[config.mk]
export PLATFORM = sky130hd
export DESIGN_NAME = power_mgmt_control_status_ctrl
export DESIGN_NICKNAME = d
export VERILOG_FILES = /design/src/verilog/power_mgmt_control_status_pkg.sv /design/src/verilog/power_mgmt_control_status_sticky_bits.sv /design/src/verilog/power_mgmt_control_status_ctrl.sv
export SDC_FILE = /design/constraint.sdc
export NUM_CORES = 1
export LEC_CHECK = 0
export BUFFER_PORTS_ARGS = -buffer_cell sky130_fd_sc_hd__buf_2
export CAP_MARGIN = 25
export CORE_AREA = 2 2 62 64
export DETAILED_ROUTE_END_ITERATION = 8
export DIE_AREA = 0 0 64 66
export PLACE_DENSITY_LB_ADDON = 0.08
export SLEW_MARGIN = 20
export SYNTH_ARGS = -nofsm -noshare
export SYNTH_HDL_FRONTEND = slang
export SYNTH_SLANG_ARGS = --single-unit
[constraint.sdc]
create_clock -name pclk -period 1.72 [get_ports pclk]
set_input_delay 0.172 -clock pclk [delete_from_list [all_inputs] [get_ports pclk]]
set_output_delay 0.172 -clock pclk [all_outputs]
set_load 0.1 [all_outputs]
[src/verilog/power_mgmt_control_status_pkg.sv]
// constants of the power management control/status block
// assumes an apb slave at 25 mhz with 32-bit data
package power_mgmt_control_status_pkg;

  // ----------------------------------------
  // bus shape
  // ----------------------------------------
  localparam int ADDR_W = 12;
  localparam int DATA_W = 32;
  localparam int STRB_W = 4;

  // ----------------------------------------
  // register byte addresses
  // ----------------------------------------
  localparam logic [11:0] OFF_POWER_MGMT_CONTROL_STATUS = 12'h000;
  localparam logic [11:0] OFF_PWR_CAP = 12'h004;
  localparam logic [11:0] OFF_IRQ_STATUS = 12'h008;
  localparam logic [11:0] OFF_IRQ_MASK = 12'h00C;

  // ----------------------------------------
  // control/status field positions
  // ----------------------------------------
  localparam int WAKE_STATUS_BIT = 15;
  localparam int SCALE_LSB = 13;
  localparam int SCALE_W = 2;
  localparam int SELECT_LSB = 9;
  localparam int SELECT_W = 4;
  localparam int WAKE_ENABLE_BIT = 8;
  localparam int PSTATE_LSB = 0;
  localparam int PSTATE_W = 2;

  // ----------------------------------------
  // capability field positions
  // ----------------------------------------
  localparam int CAP_D3COLD_BIT = 15;
  localparam int CAP_D2_BIT = 10;
  localparam int CAP_D1_BIT = 9;

  // ----------------------------------------
  // power state encoding and reset values
  // ----------------------------------------
  localparam logic [1:0] PSTATE_D0 = 2'h0;
  localparam logic [1:0] PSTATE_D1 = 2'h1;
  localparam logic [1:0] PSTATE_D2 = 2'h2;
  localparam logic [1:0] PSTATE_D3HOT = 2'h3;
  localparam logic [1:0] SCALE_NONE = 2'h0;
  localparam logic [3:0] SELECT_NONE = 4'h0;

  // ----------------------------------------
  // interrupt status bits
  // ----------------------------------------
  localparam int IRQ_W = 3;
  localparam int IRQ_WAKE_BIT = 0;
  localparam int IRQ_STATE_BIT = 1;
  localparam int IRQ_REJECT_BIT = 2;
  localparam logic [2:0] IRQ_MASK_RESET = 3'h0;

endpackage

[src/verilog/power_mgmt_control_status_sticky_bits.sv]
// a row of sticky flags: set by hardware, cleared by a pulse
// assumes set and clear are one-cycle pulses on the same clock
`timescale 1ns/1ps
`default_nettype none

module power_mgmt_control_status_sticky_bits #(
  parameter int W = 1
) (
  input wire logic clk,
  input wire logic rst_n,
  input wire logic [W-1:0] set,
  input wire logic [W-1:0] clr,
  input wire logic zero,
  output logic [W-1:0] q
);

  // ----------------------------------------
  // flag storage
  // ----------------------------------------
  // set wins over a clear in the same cycle so no event is lost
  always_ff @(posedge clk or negedge rst_n) begin
    if (!rst_n) begin
      q <= '0;
    end else if (zero) begin
      q <= '0;
    end else begin
      q <= (q & ~clr) | set;
    end
  end

endmodule

`default_nettype wire

[src/verilog/power_mgmt_control_status_ctrl.sv]
// power management control/status register bank behind an apb slave
// assumes pclk at 25 mhz, straps steady around reset, aux_por_n from
// the auxiliary supply so sticky wake state can outlive presetn
//
// Added by the designer: the placing of the registers and the APB register port.
`timescale 1ns/1ps
`default_nettype none

// What this block does
// - a wake event sets the wake status flag whatever the enable bit holds.
// - writing one to the wake status flag clears it and releases the wake pin; zero does nothing.
// - wake status clears at reset without cold wake support, else survives reset for software.
// - the wake pin may assert only while the wake enable bit is one.
// - wake enable clears at reset without cold wake support, else survives reset for software.
// - the read-only scale field reads 00b since no data register exists.
// - the select field reads zero since no data register exists.
// - the power state field reads the current state and takes writes, 0 to 3 for D0 to D3hot.
// - a write asking for an unsupported state completes but only sets the reject interrupt flag.
// - capability bit fifteen shows cold wake support and picks sticky or zeroed event bits.
module power_mgmt_control_status_ctrl (
  input wire logic pclk,
  input wire logic presetn,
  input wire logic aux_por_n,
  input wire logic psel,
  input wire logic penable,
  input wire logic pwrite,
  input wire logic [power_mgmt_control_status_pkg::ADDR_W-1:0] paddr,
  input wire logic [power_mgmt_control_status_pkg::DATA_W-1:0] pwdata,
  input wire logic [power_mgmt_control_status_pkg::STRB_W-1:0] pstrb,
  output logic pready,
  output logic pslverr,
  output logic [power_mgmt_control_status_pkg::DATA_W-1:0] prdata,
  input wire logic wake_d3cold_strap,
  input wire logic d1_support_strap,
  input wire logic d2_support_strap,
  input wire logic wake_event,
  output logic wake_out_n,
  output logic [power_mgmt_control_status_pkg::PSTATE_W-1:0] power_state,
  output logic irq
);

  // ----------------------------------------
  // declarations
  // ----------------------------------------
  logic reset_pulse;
  logic zero_sticky;
  logic cap_d3cold;
  logic cap_d1;
  logic cap_d2;
  logic wake_event_status;
  logic wake_event_enable;
  logic [power_mgmt_control_status_pkg::IRQ_W-1:0] irq_status;
  logic [power_mgmt_control_status_pkg::IRQ_W-1:0] irq_mask;
  logic [power_mgmt_control_status_pkg::IRQ_W-1:0] irq_set;
  logic [power_mgmt_control_status_pkg::IRQ_W-1:0] irq_clr;
  logic setup_phase;
  logic access_done;
  logic wr_done;
  logic hit_power_mgmt_control_status;
  logic hit_cap;
  logic hit_irq_status;
  logic hit_irq_mask;
  logic addr_ok;
  logic wr_power_mgmt_control_status;
  logic wr_power_mgmt_control_status_hi;
  logic wr_power_mgmt_control_status_lo;
  logic [power_mgmt_control_status_pkg::PSTATE_W-1:0] req_state;
  logic req_state_ok;
  logic power_mgmt_control_status_accept;
  logic wake_clear;
  logic state_change;
  logic state_reject;
  logic [15:0] power_mgmt_control_status_view;
  logic [15:0] cap_view;
  logic [power_mgmt_control_status_pkg::DATA_W-1:0] next_prdata;

  // ----------------------------------------
  // reset release and strap capture
  // ----------------------------------------
  // high through presetn and for the first edge after release; straps
  // are caught from a clocked process, never by the async reset itself
  always_ff @(posedge pclk or negedge presetn) begin
    if (!presetn) begin
      reset_pulse <= 1'b1;
    end else begin
      reset_pulse <= 1'b0;
    end
  end

  always_ff @(posedge pclk or negedge presetn) begin
    if (!presetn) begin
      cap_d3cold <= 1'b0;
      cap_d1 <= 1'b0;
      cap_d2 <= 1'b0;
    end else if (reset_pulse) begin
      cap_d3cold <= wake_d3cold_strap;
      cap_d1 <= d1_support_strap;
      cap_d2 <= d2_support_strap;
    end
  end

  // sticky bits only fall with presetn when cold wake is not offered
  assign zero_sticky = reset_pulse & ~wake_d3cold_strap;

  // ----------------------------------------
  // apb decode
  // ----------------------------------------
  assign setup_phase = psel & ~penable;
  assign access_done = psel & penable & pready;
  assign wr_done = access_done & pwrite;

  always_comb begin
    hit_power_mgmt_control_status = 1'b0;
    hit_cap = 1'b0;
    hit_irq_status = 1'b0;
    hit_irq_mask = 1'b0;
    if (paddr == power_mgmt_control_status_pkg::OFF_POWER_MGMT_CONTROL_STATUS) begin
      hit_power_mgmt_control_status = 1'b1;
    end else if (paddr == power_mgmt_control_status_pkg::OFF_PWR_CAP) begin
      hit_cap = 1'b1;
    end else if (paddr == power_mgmt_control_status_pkg::OFF_IRQ_STATUS) begin
      hit_irq_status = 1'b1;
    end else if (paddr == power_mgmt_control_status_pkg::OFF_IRQ_MASK) begin
      hit_irq_mask = 1'b1;
    end
  end

  assign addr_ok = hit_power_mgmt_control_status | hit_cap | hit_irq_status | hit_irq_mask;

  // zero wait states: pready rises in the access cycle itself
  always_ff @(posedge pclk or negedge presetn) begin
    if (!presetn) begin
      pready <= 1'b0;
      pslverr <= 1'b0;
    end else begin
      pready <= setup_phase;
      pslverr <= setup_phase & ~addr_ok;
    end
  end

  // ----------------------------------------
  // power state write check
  // ----------------------------------------
  assign wr_power_mgmt_control_status = wr_done & hit_power_mgmt_control_status;
  assign wr_power_mgmt_control_status_lo = wr_power_mgmt_control_status & pstrb[0];
  assign wr_power_mgmt_control_status_hi = wr_power_mgmt_control_status & pstrb[1];
  assign req_state = pwdata[power_mgmt_control_status_pkg::PSTATE_LSB +: power_mgmt_control_status_pkg::PSTATE_W];

  always_comb begin
    req_state_ok = 1'b1;
    if (req_state == power_mgmt_control_status_pkg::PSTATE_D1) begin
      req_state_ok = cap_d1;
    end else if (req_state == power_mgmt_control_status_pkg::PSTATE_D2) begin
      req_state_ok = cap_d2;
    end
  end

  // a rejected state drops the whole write, enable and clear included
  assign state_reject = wr_power_mgmt_control_status_lo & ~req_state_ok;
  assign power_mgmt_control_status_accept = wr_power_mgmt_control_status & ~state_reject;
  assign state_change = power_mgmt_control_status_accept & pstrb[0] & (req_state != power_state);

  // ----------------------------------------
  // power state
  // ----------------------------------------
  always_ff @(posedge pclk or negedge presetn) begin
    if (!presetn) begin
      power_state <= power_mgmt_control_status_pkg::PSTATE_D0;
    end else if (power_mgmt_control_status_accept && pstrb[0]) begin
      power_state <= req_state;
    end
  end

  // ----------------------------------------
  // wake status and enable
  // ----------------------------------------
  assign wake_clear = power_mgmt_control_status_accept & pstrb[1] & pwdata[power_mgmt_control_status_pkg::WAKE_STATUS_BIT];

  // held by the auxiliary reset so it can survive presetn
  power_mgmt_control_status_sticky_bits #(
    .W(1)
  ) u_wake_status (
    .clk(pclk),
    .rst_n(aux_por_n),
    .set(wake_event),
    .clr(wake_clear),
    .zero(zero_sticky),
    .q(wake_event_status)
  );

  always_ff @(posedge pclk or negedge aux_por_n) begin
    if (!aux_por_n) begin
      wake_event_enable <= 1'b0;
    end else if (zero_sticky) begin
      wake_event_enable <= 1'b0;
    end else if (power_mgmt_control_status_accept && pstrb[1]) begin
      wake_event_enable <= pwdata[power_mgmt_control_status_pkg::WAKE_ENABLE_BIT];
    end
  end

  // pin follows status and enable with one flop of delay
  always_ff @(posedge pclk or negedge aux_por_n) begin
    if (!aux_por_n) begin
      wake_out_n <= 1'b1;
    end else begin
      wake_out_n <= ~(wake_event_status & wake_event_enable);
    end
  end

  // ----------------------------------------
  // interrupt status and mask
  // ----------------------------------------
  always_comb begin
    irq_set = '0;
    irq_set[power_mgmt_control_status_pkg::IRQ_WAKE_BIT] = wake_event;
    irq_set[power_mgmt_control_status_pkg::IRQ_STATE_BIT] = state_change;
    irq_set[power_mgmt_control_status_pkg::IRQ_REJECT_BIT] = state_reject;
  end

  always_comb begin
    irq_clr = '0;
    if (wr_done && hit_irq_status && pstrb[0]) begin
      irq_clr = pwdata[power_mgmt_control_status_pkg::IRQ_W-1:0];
    end
  end

  power_mgmt_control_status_sticky_bits #(
    .W(power_mgmt_control_status_pkg::IRQ_W)
  ) u_irq_status (
    .clk(pclk),
    .rst_n(presetn),
    .set(irq_set),
    .clr(irq_clr),
    .zero(1'b0),
    .q(irq_status)
  );

  always_ff @(posedge pclk or negedge presetn) begin
    if (!presetn) begin
      irq_mask <= power_mgmt_control_status_pkg::IRQ_MASK_RESET;
    end else if (wr_done && hit_irq_mask && pstrb[0]) begin
      irq_mask <= pwdata[power_mgmt_control_status_pkg::IRQ_W-1:0];
    end
  end

  always_ff @(posedge pclk or negedge presetn) begin
    if (!presetn) begin
      irq <= 1'b0;
    end else begin
      irq <= |(irq_status & irq_mask);
    end
  end

  // ----------------------------------------
  // read views
  // ----------------------------------------
  // no data register here, so scale and select always read as zero
  always_comb begin
    power_mgmt_control_status_view = '0;
    power_mgmt_control_status_view[power_mgmt_control_status_pkg::WAKE_STATUS_BIT] = wake_event_status;
    power_mgmt_control_status_view[power_mgmt_control_status_pkg::SCALE_LSB +: power_mgmt_control_status_pkg::SCALE_W] = power_mgmt_control_status_pkg::SCALE_NONE;
    power_mgmt_control_status_view[power_mgmt_control_status_pkg::SELECT_LSB +: power_mgmt_control_status_pkg::SELECT_W] = power_mgmt_control_status_pkg::SELECT_NONE;
    power_mgmt_control_status_view[power_mgmt_control_status_pkg::WAKE_ENABLE_BIT] = wake_event_enable;
    power_mgmt_control_status_view[power_mgmt_control_status_pkg::PSTATE_LSB +: power_mgmt_control_status_pkg::PSTATE_W] = power_state;
  end

  always_comb begin
    cap_view = '0;
    cap_view[power_mgmt_control_status_pkg::CAP_D3COLD_BIT] = cap_d3cold;
    cap_view[power_mgmt_control_status_pkg::CAP_D2_BIT] = cap_d2;
    cap_view[power_mgmt_control_status_pkg::CAP_D1_BIT] = cap_d1;
  end

  always_comb begin
    next_prdata = '0;
    if (hit_power_mgmt_control_status) begin
      next_prdata[15:0] = power_mgmt_control_status_view;
    end else if (hit_cap) begin
      next_prdata[15:0] = cap_view;
    end else if (hit_irq_status) begin
      next_prdata[power_mgmt_control_status_pkg::IRQ_W-1:0] = irq_status;
    end else if (hit_irq_mask) begin
      next_prdata[power_mgmt_control_status_pkg::IRQ_W-1:0] = irq_mask;
    end
  end

  // data is sampled in setup; a flag set during the access shows next read
  always_ff @(posedge pclk or negedge presetn) begin
    if (!presetn) begin
      prdata <= '0;
    end else if (setup_phase && !pwrite) begin
      prdata <= next_prdata;
    end
  end

endmodule

`default_nettype wire

==> Word level (Yosys, flattened, before mapping) <==
Index checks and enable logic that the tools add are counted.
{ "word_totals": {"memories": 0, "out_inout_bits": 38, "ramBits": 0, "rom_bits": 0, "reg_bits": 34, "latch_bits": 0, "inputBits": 58, "word_cells": 83} }
{ "op_classes": {"shift": 0, "n_addsub": 0, "n_reduce_logical": 11, "div": 0, "n_mux": 21, "n_eq_ne": 6, "n_bitwise": 31, "mul": 0, "magnitude_cmp": 0} }
{ "ops": {"columns": ["cell", "count"], "rows": [
  ["12-bit by 4-bit equality test with 1-bit output, second input constant", 2],
  ["1-bit AND", 16],
  ["16-bit 2-to-1 mux", 1],
  ["1-bit 2-to-1 mux", 15],
  ["13-bit 2-to-1 mux", 1],
  ["12-bit by 3-bit equality test with 1-bit output, second input constant", 1],
  ["12-bit logical NOT", 1],
  ["3-bit 2-to-1 mux", 4],
  ["1-bit logical AND", 7],
  ["1-bit NOT", 7],
  ["3-bit AND", 2],
  ["1-bit bitwise OR", 4],
  ["3-bit NOT", 1],
  ["3-bit bitwise OR", 1],
  ["3-bit OR reduction", 1],
  ["2-bit by 1-bit equality test with 1-bit output, second input constant", 1],
  ["2-bit equality test, second input constant", 1],
  ["2-bit inequality test", 1],
  ["2-bit nonzero test", 1],
  ["1-bit logical NOT", 1]
]} }

==> Longest topological paths before layout <==
{ "logic_depth": {"ltp_word": 14, "ltp_mapped": 5, "ltp_nobuf": 4} }

==> By module <==
A second synthesis with hierarchy kept.
{ "unflattened": {"hier_cells": 134, "area_unflattened_um2": 1448.9} }
{ "modules_own_cells": {"columns": ["mod", "cells_each", "seq_area_each_um2", "area_each_um2", "n_inst"], "rows": [
  ["power_mgmt_control_status_ctrl", 118, 528.0, 1285.0, 1],
  ["power_mgmt_control_status_sticky_bits (u_irq_status)", 12, 75.1, 120.1, 1],
  ["power_mgmt_control_status_sticky_bits (u_wake_status)", 4, 25.0, 43.8, 1]
]} }

==> Least setup slack after synthesis <==
OpenSTA, ideal clock, no wires.
{ "synth_path": {"path_type": "reg2reg", "startpoint": "reg pready", "endpoint": "reg irq_mask[0] (netlist bit)", "period_less_slack_ps": 2072, "setup_slack_ps": -352, "path_buffers": 0, "stages_incl_launch_ff": 5, "arrival_time_ps": 1945, "path_cell_list": "dfrtp_1 and4_1 and3_1 and3_4 mux2_1"} }
{ "synth_between": {"elab_chain_cells": 4} }
{ "synth_lines": {"columns": ["item", "line", "rtl"], "rows": [
  ["from (decl)", "power_mgmt_control_status_ctrl.sv:30", "output logic pready,"],
  ["from (signal assigned)", "power_mgmt_control_status_ctrl.sv:136", "pready <= setup_phase;"],
  ["1-bit AND", "power_mgmt_control_status_ctrl.sv:109", "assign access_done = psel & penable & pready;"],
  ["1-bit AND", "power_mgmt_control_status_ctrl.sv:110", "assign wr_done = access_done & pwrite;"],
  ["1-bit logical AND (2 in a row)", "power_mgmt_control_status_ctrl.sv:241", "end else if (wr_done && hit_irq_mask && pstrb[0]) begin"],
  ["to (signal assigned)", "power_mgmt_control_status_ctrl.sv:240", "irq_mask <= power_mgmt_control_status_pkg::IRQ_MASK_RESET;"],
  ["to (signal assigned)", "power_mgmt_control_status_ctrl.sv:242", "irq_mask <= pwdata[power_mgmt_control_status_pkg::IRQ_W-1:0];"],
  ["to (decl)", "power_mgmt_control_status_ctrl.sv:53", "logic [power_mgmt_control_status_pkg::IRQ_W-1:0] irq_mask;"]
]} }
No other way between the ends.
A chain may end at the register's enable or synchronous reset.

==> Worst setup path in the final report <==
{ "layout_path": {"startpoint": "reg pready", "endpoint": "reg irq_mask[2] (netlist bit)"} }
Same word-level chain as after synthesis.

==> summary.txt <==
Power
  • Internal Pwr Total: 746 uW
  • Clock power frac: about a fifth
  • Net Sw Power: approximately 500 uW
  • Reg power frac: between 40% and 50%
  • Gate power share: 29.8%
  • LEAKAGE: approximately 0.00084 uW
  • Switch share: between 40% and 50%
  • IR drop worst, VDD: about 300 uV
  • Total power: around 1200 uW
  • Pwr/cell area: 756 nW/um^2

Clock network
  • Clock buffer depth: 2
  • Postcts setup bufs: 0
  • H-tree levels: 1
  • Clock Latency Late Sink: 0.31 ns
  • CTS tree: built
  • Post-CTS sizing: 0
  • Clock-pin slew on the worst setup and hold paths: ~0.13 ns
  • Clk root buf: clkbuf_4
  • Clk sink count: 25
  • Hold Buf Count CTS: 2
  • TritonCTS buffer count: 3

Timing
  • Tcrit/Tclk final: roughly 92%
  • Setup violations, final: 0
  • Slew Limit Headroom: 65.1%
  • Post-Route Skew: 0.00243 ns
  • Max-slew violations: 0
  • RSZ-0062 raised after global routing: false
  • Fmax: ~0.63 GHz
  • Fin Setup TNS: 0 ns
  • Fin crit period: between 1.5 and 2 ns
  • Least-Margin Pin Slew: around 0.52 ns
  • Final Hold Viols: 0

Route
  • Initial DRC Count: 29
  • Via-per-instance ratio: 4.58
  • Wire length per cell: 13.1 microns
  • Post-route DRC violation count: 0
  • Final ANT Viol Nets: 0
  • Pre-antenna DRT Iters: 4
  • DRT Wirelength: between 2 and 3 mm
  • Routed vias: between 1000 and 1500

Critical path
  • WP data required: 1.93 ns
  • Crit start category: register
  • Critical Path AT: between 1.5 and 2 ns
  • Crit end category: register
  • Reg2Reg Setup Slack: roughly 0.14 ns
  • Crit Path Max Fanout: 4
  • Crit Path Category: reg -> reg

Hold path
  • Hold Path Class: in -> reg

Yosys
  • Synth area leaders: dfrtp_1, buf_4, mux2_1
  • YS warnings: 0
  • Top cell type's share of synthesized area: 41.0%
  • FF+latch count, synth: 25
  • Number of synthesized flops with an enable pin: 0
  • Cell with the most instances after synthesis: buf_4
  • Synthesized instance count: roughly 120
  • Post-Syn Area: approximately 1400 sq um
  • Sequential-to-total area share from yosys stat: 44.7%
  • Ys flop type: dfrtp_1
  • Synth cell count leaders: buf_4, dfrtp_1, nand2_1
  • Synth area leader: dfrtp_1
  • Number of unique standard cell types used by synthesis: 39
  • Asr flop ratio synth: 100%
  • Syn avg cell area: between 10 and 15 sq um

GRT
  • Vias in the first global route: roughly 1000
  • Grt total ovfl: 0
  • Largest net degree at the start of global routing: 23
  • Gr usage total: around 15%
  • First-pass GRT wire length: about 4.8 mm
  • Initial antenna violation count: 0

Floorplanning
  • Die area: between 4000 and 5000 sq um
  • Die Width: roughly 64 microns
  • Boundary pin count: 96
  • Core area: ~3600 sq um
  • Row cnt: 22
  • Initial core utilization: between 30% and 40%
  • Die Height: 66 microns

Cells and area
  • Final nets: roughly 230
  • Number of antenna diodes: 0
  • Layout area overhead: 17.3%
  • Non-filler cells, final: approximately 220
  • Layout cell share with drive strength beyond 1: 37.0%
  • Final Core Density: between 40% and 50%

Placed design
  • Placer congestion estimate: approximately 0.85
  • Inst Count DP: approximately 210
  • Dpl hpwl: 2.28 mm
  • IO Port Bufs: 41

Flow run
  • Max-Cap Viols: 0

Status
  • Status: complete, no violations
worst max-delay path, stage by stage, from the launching register on:
cell and delay, ns:
dfrtp_4 0.43, and4_1 0.26, and3_1 0.26, and3_4 0.23
mux2_1 0.32
registers in the layout (all words and copies together) (netlist names):
name	count
cap_d3cold	1
reset_pulse	1
u_irq_status.q	3
pready	1
wake_event_enable	1
power_state	2
prdata	7
irq	1
cap_d2	1
irq_mask	3
pslverr	1
u_wake_status.q	1
cap_d1	1
wake_out_n	1
per-stage QoR:
step	instance area (sq um)	hold slack [ns]	setup slack [ns]
finish	1650	0.0377	0.136
global placement	1590	-0.0336	0.0998
floorplan	1500	-0.124	0.0232
CTS	1640	0.00645	0.127
global route	1650	0.0121	0.0715
detailed placement	1590	-0.0282	0.0845
kinds of logic after synthesis:
kind of cell / Yosys count / synth area share [%]
AOI/OAI and AO/OA: 20 / 12.3
other: 1 / 0.267
DFF: 25 / 44.7
xor gates and xnor gates: 1 / 0.623
muxes: 12 / 9.44
buffers and inverters: 32 / 15.2
and+or+nand+nor: 33 / 17.5
routing by layer:
| layer | GRT usage, % | part of all wire (%) | vias up |
|---|---|---|---|
| li1 | - | - | 489 |
| met5 | 0 | 0 | - |
| met2 | 23.7 | 46 | 47 |
| met4 | 7.61 | 1.6 | 0 |
| met1 | 18.5 | 46 | 472 |
| met3 | 2.39 | 6.7 | 4 |
layout make-up:
class                   count  area (sq um)
well taps                  48          60.1
inverters                   6          22.5
multi-input cells          92           657
repair buffers             46           250
fillers                   347          1900
flip-flops and latches     25           632
clock buffers               4          26.3
cells in the final DEF, fill, tap and decap left out, drive strengths merged, types with 3 or more instances in the layout:
cell type    count
buf             43
mux2            10
clkbuf           4
a21o             3
inv              6
o31ai            5
nand4            3
nand2           11
nor2             3
dlygate4sd3      3
dfrtp           23
conb            26
and3             3
nor4             3
final timing paths:
path / start / to / cells past startpoint
worst min-delay path: penable / pready / 2
min in group asynchronous: aux_por_n / u_wake_status.q / 2
worst max-delay path: pready / irq_mask[2] / 4
worst min register to register: wake_event_enable / wake_out_n / 1
worst max register to register: pready / irq_mask[2] / 4
max in group asynchronous: presetn / pready / 2
power by group through the flow:
stage	sequential (uW)	clock [uW]	combinational, uW
final	613	262	371
after global routing	616	299	386
after CTS	614	275	370
after detailed placement	625	0	366
after global placement	623	0	363
after floorplan	639	0	324
(Power assumes the default switching activity.)
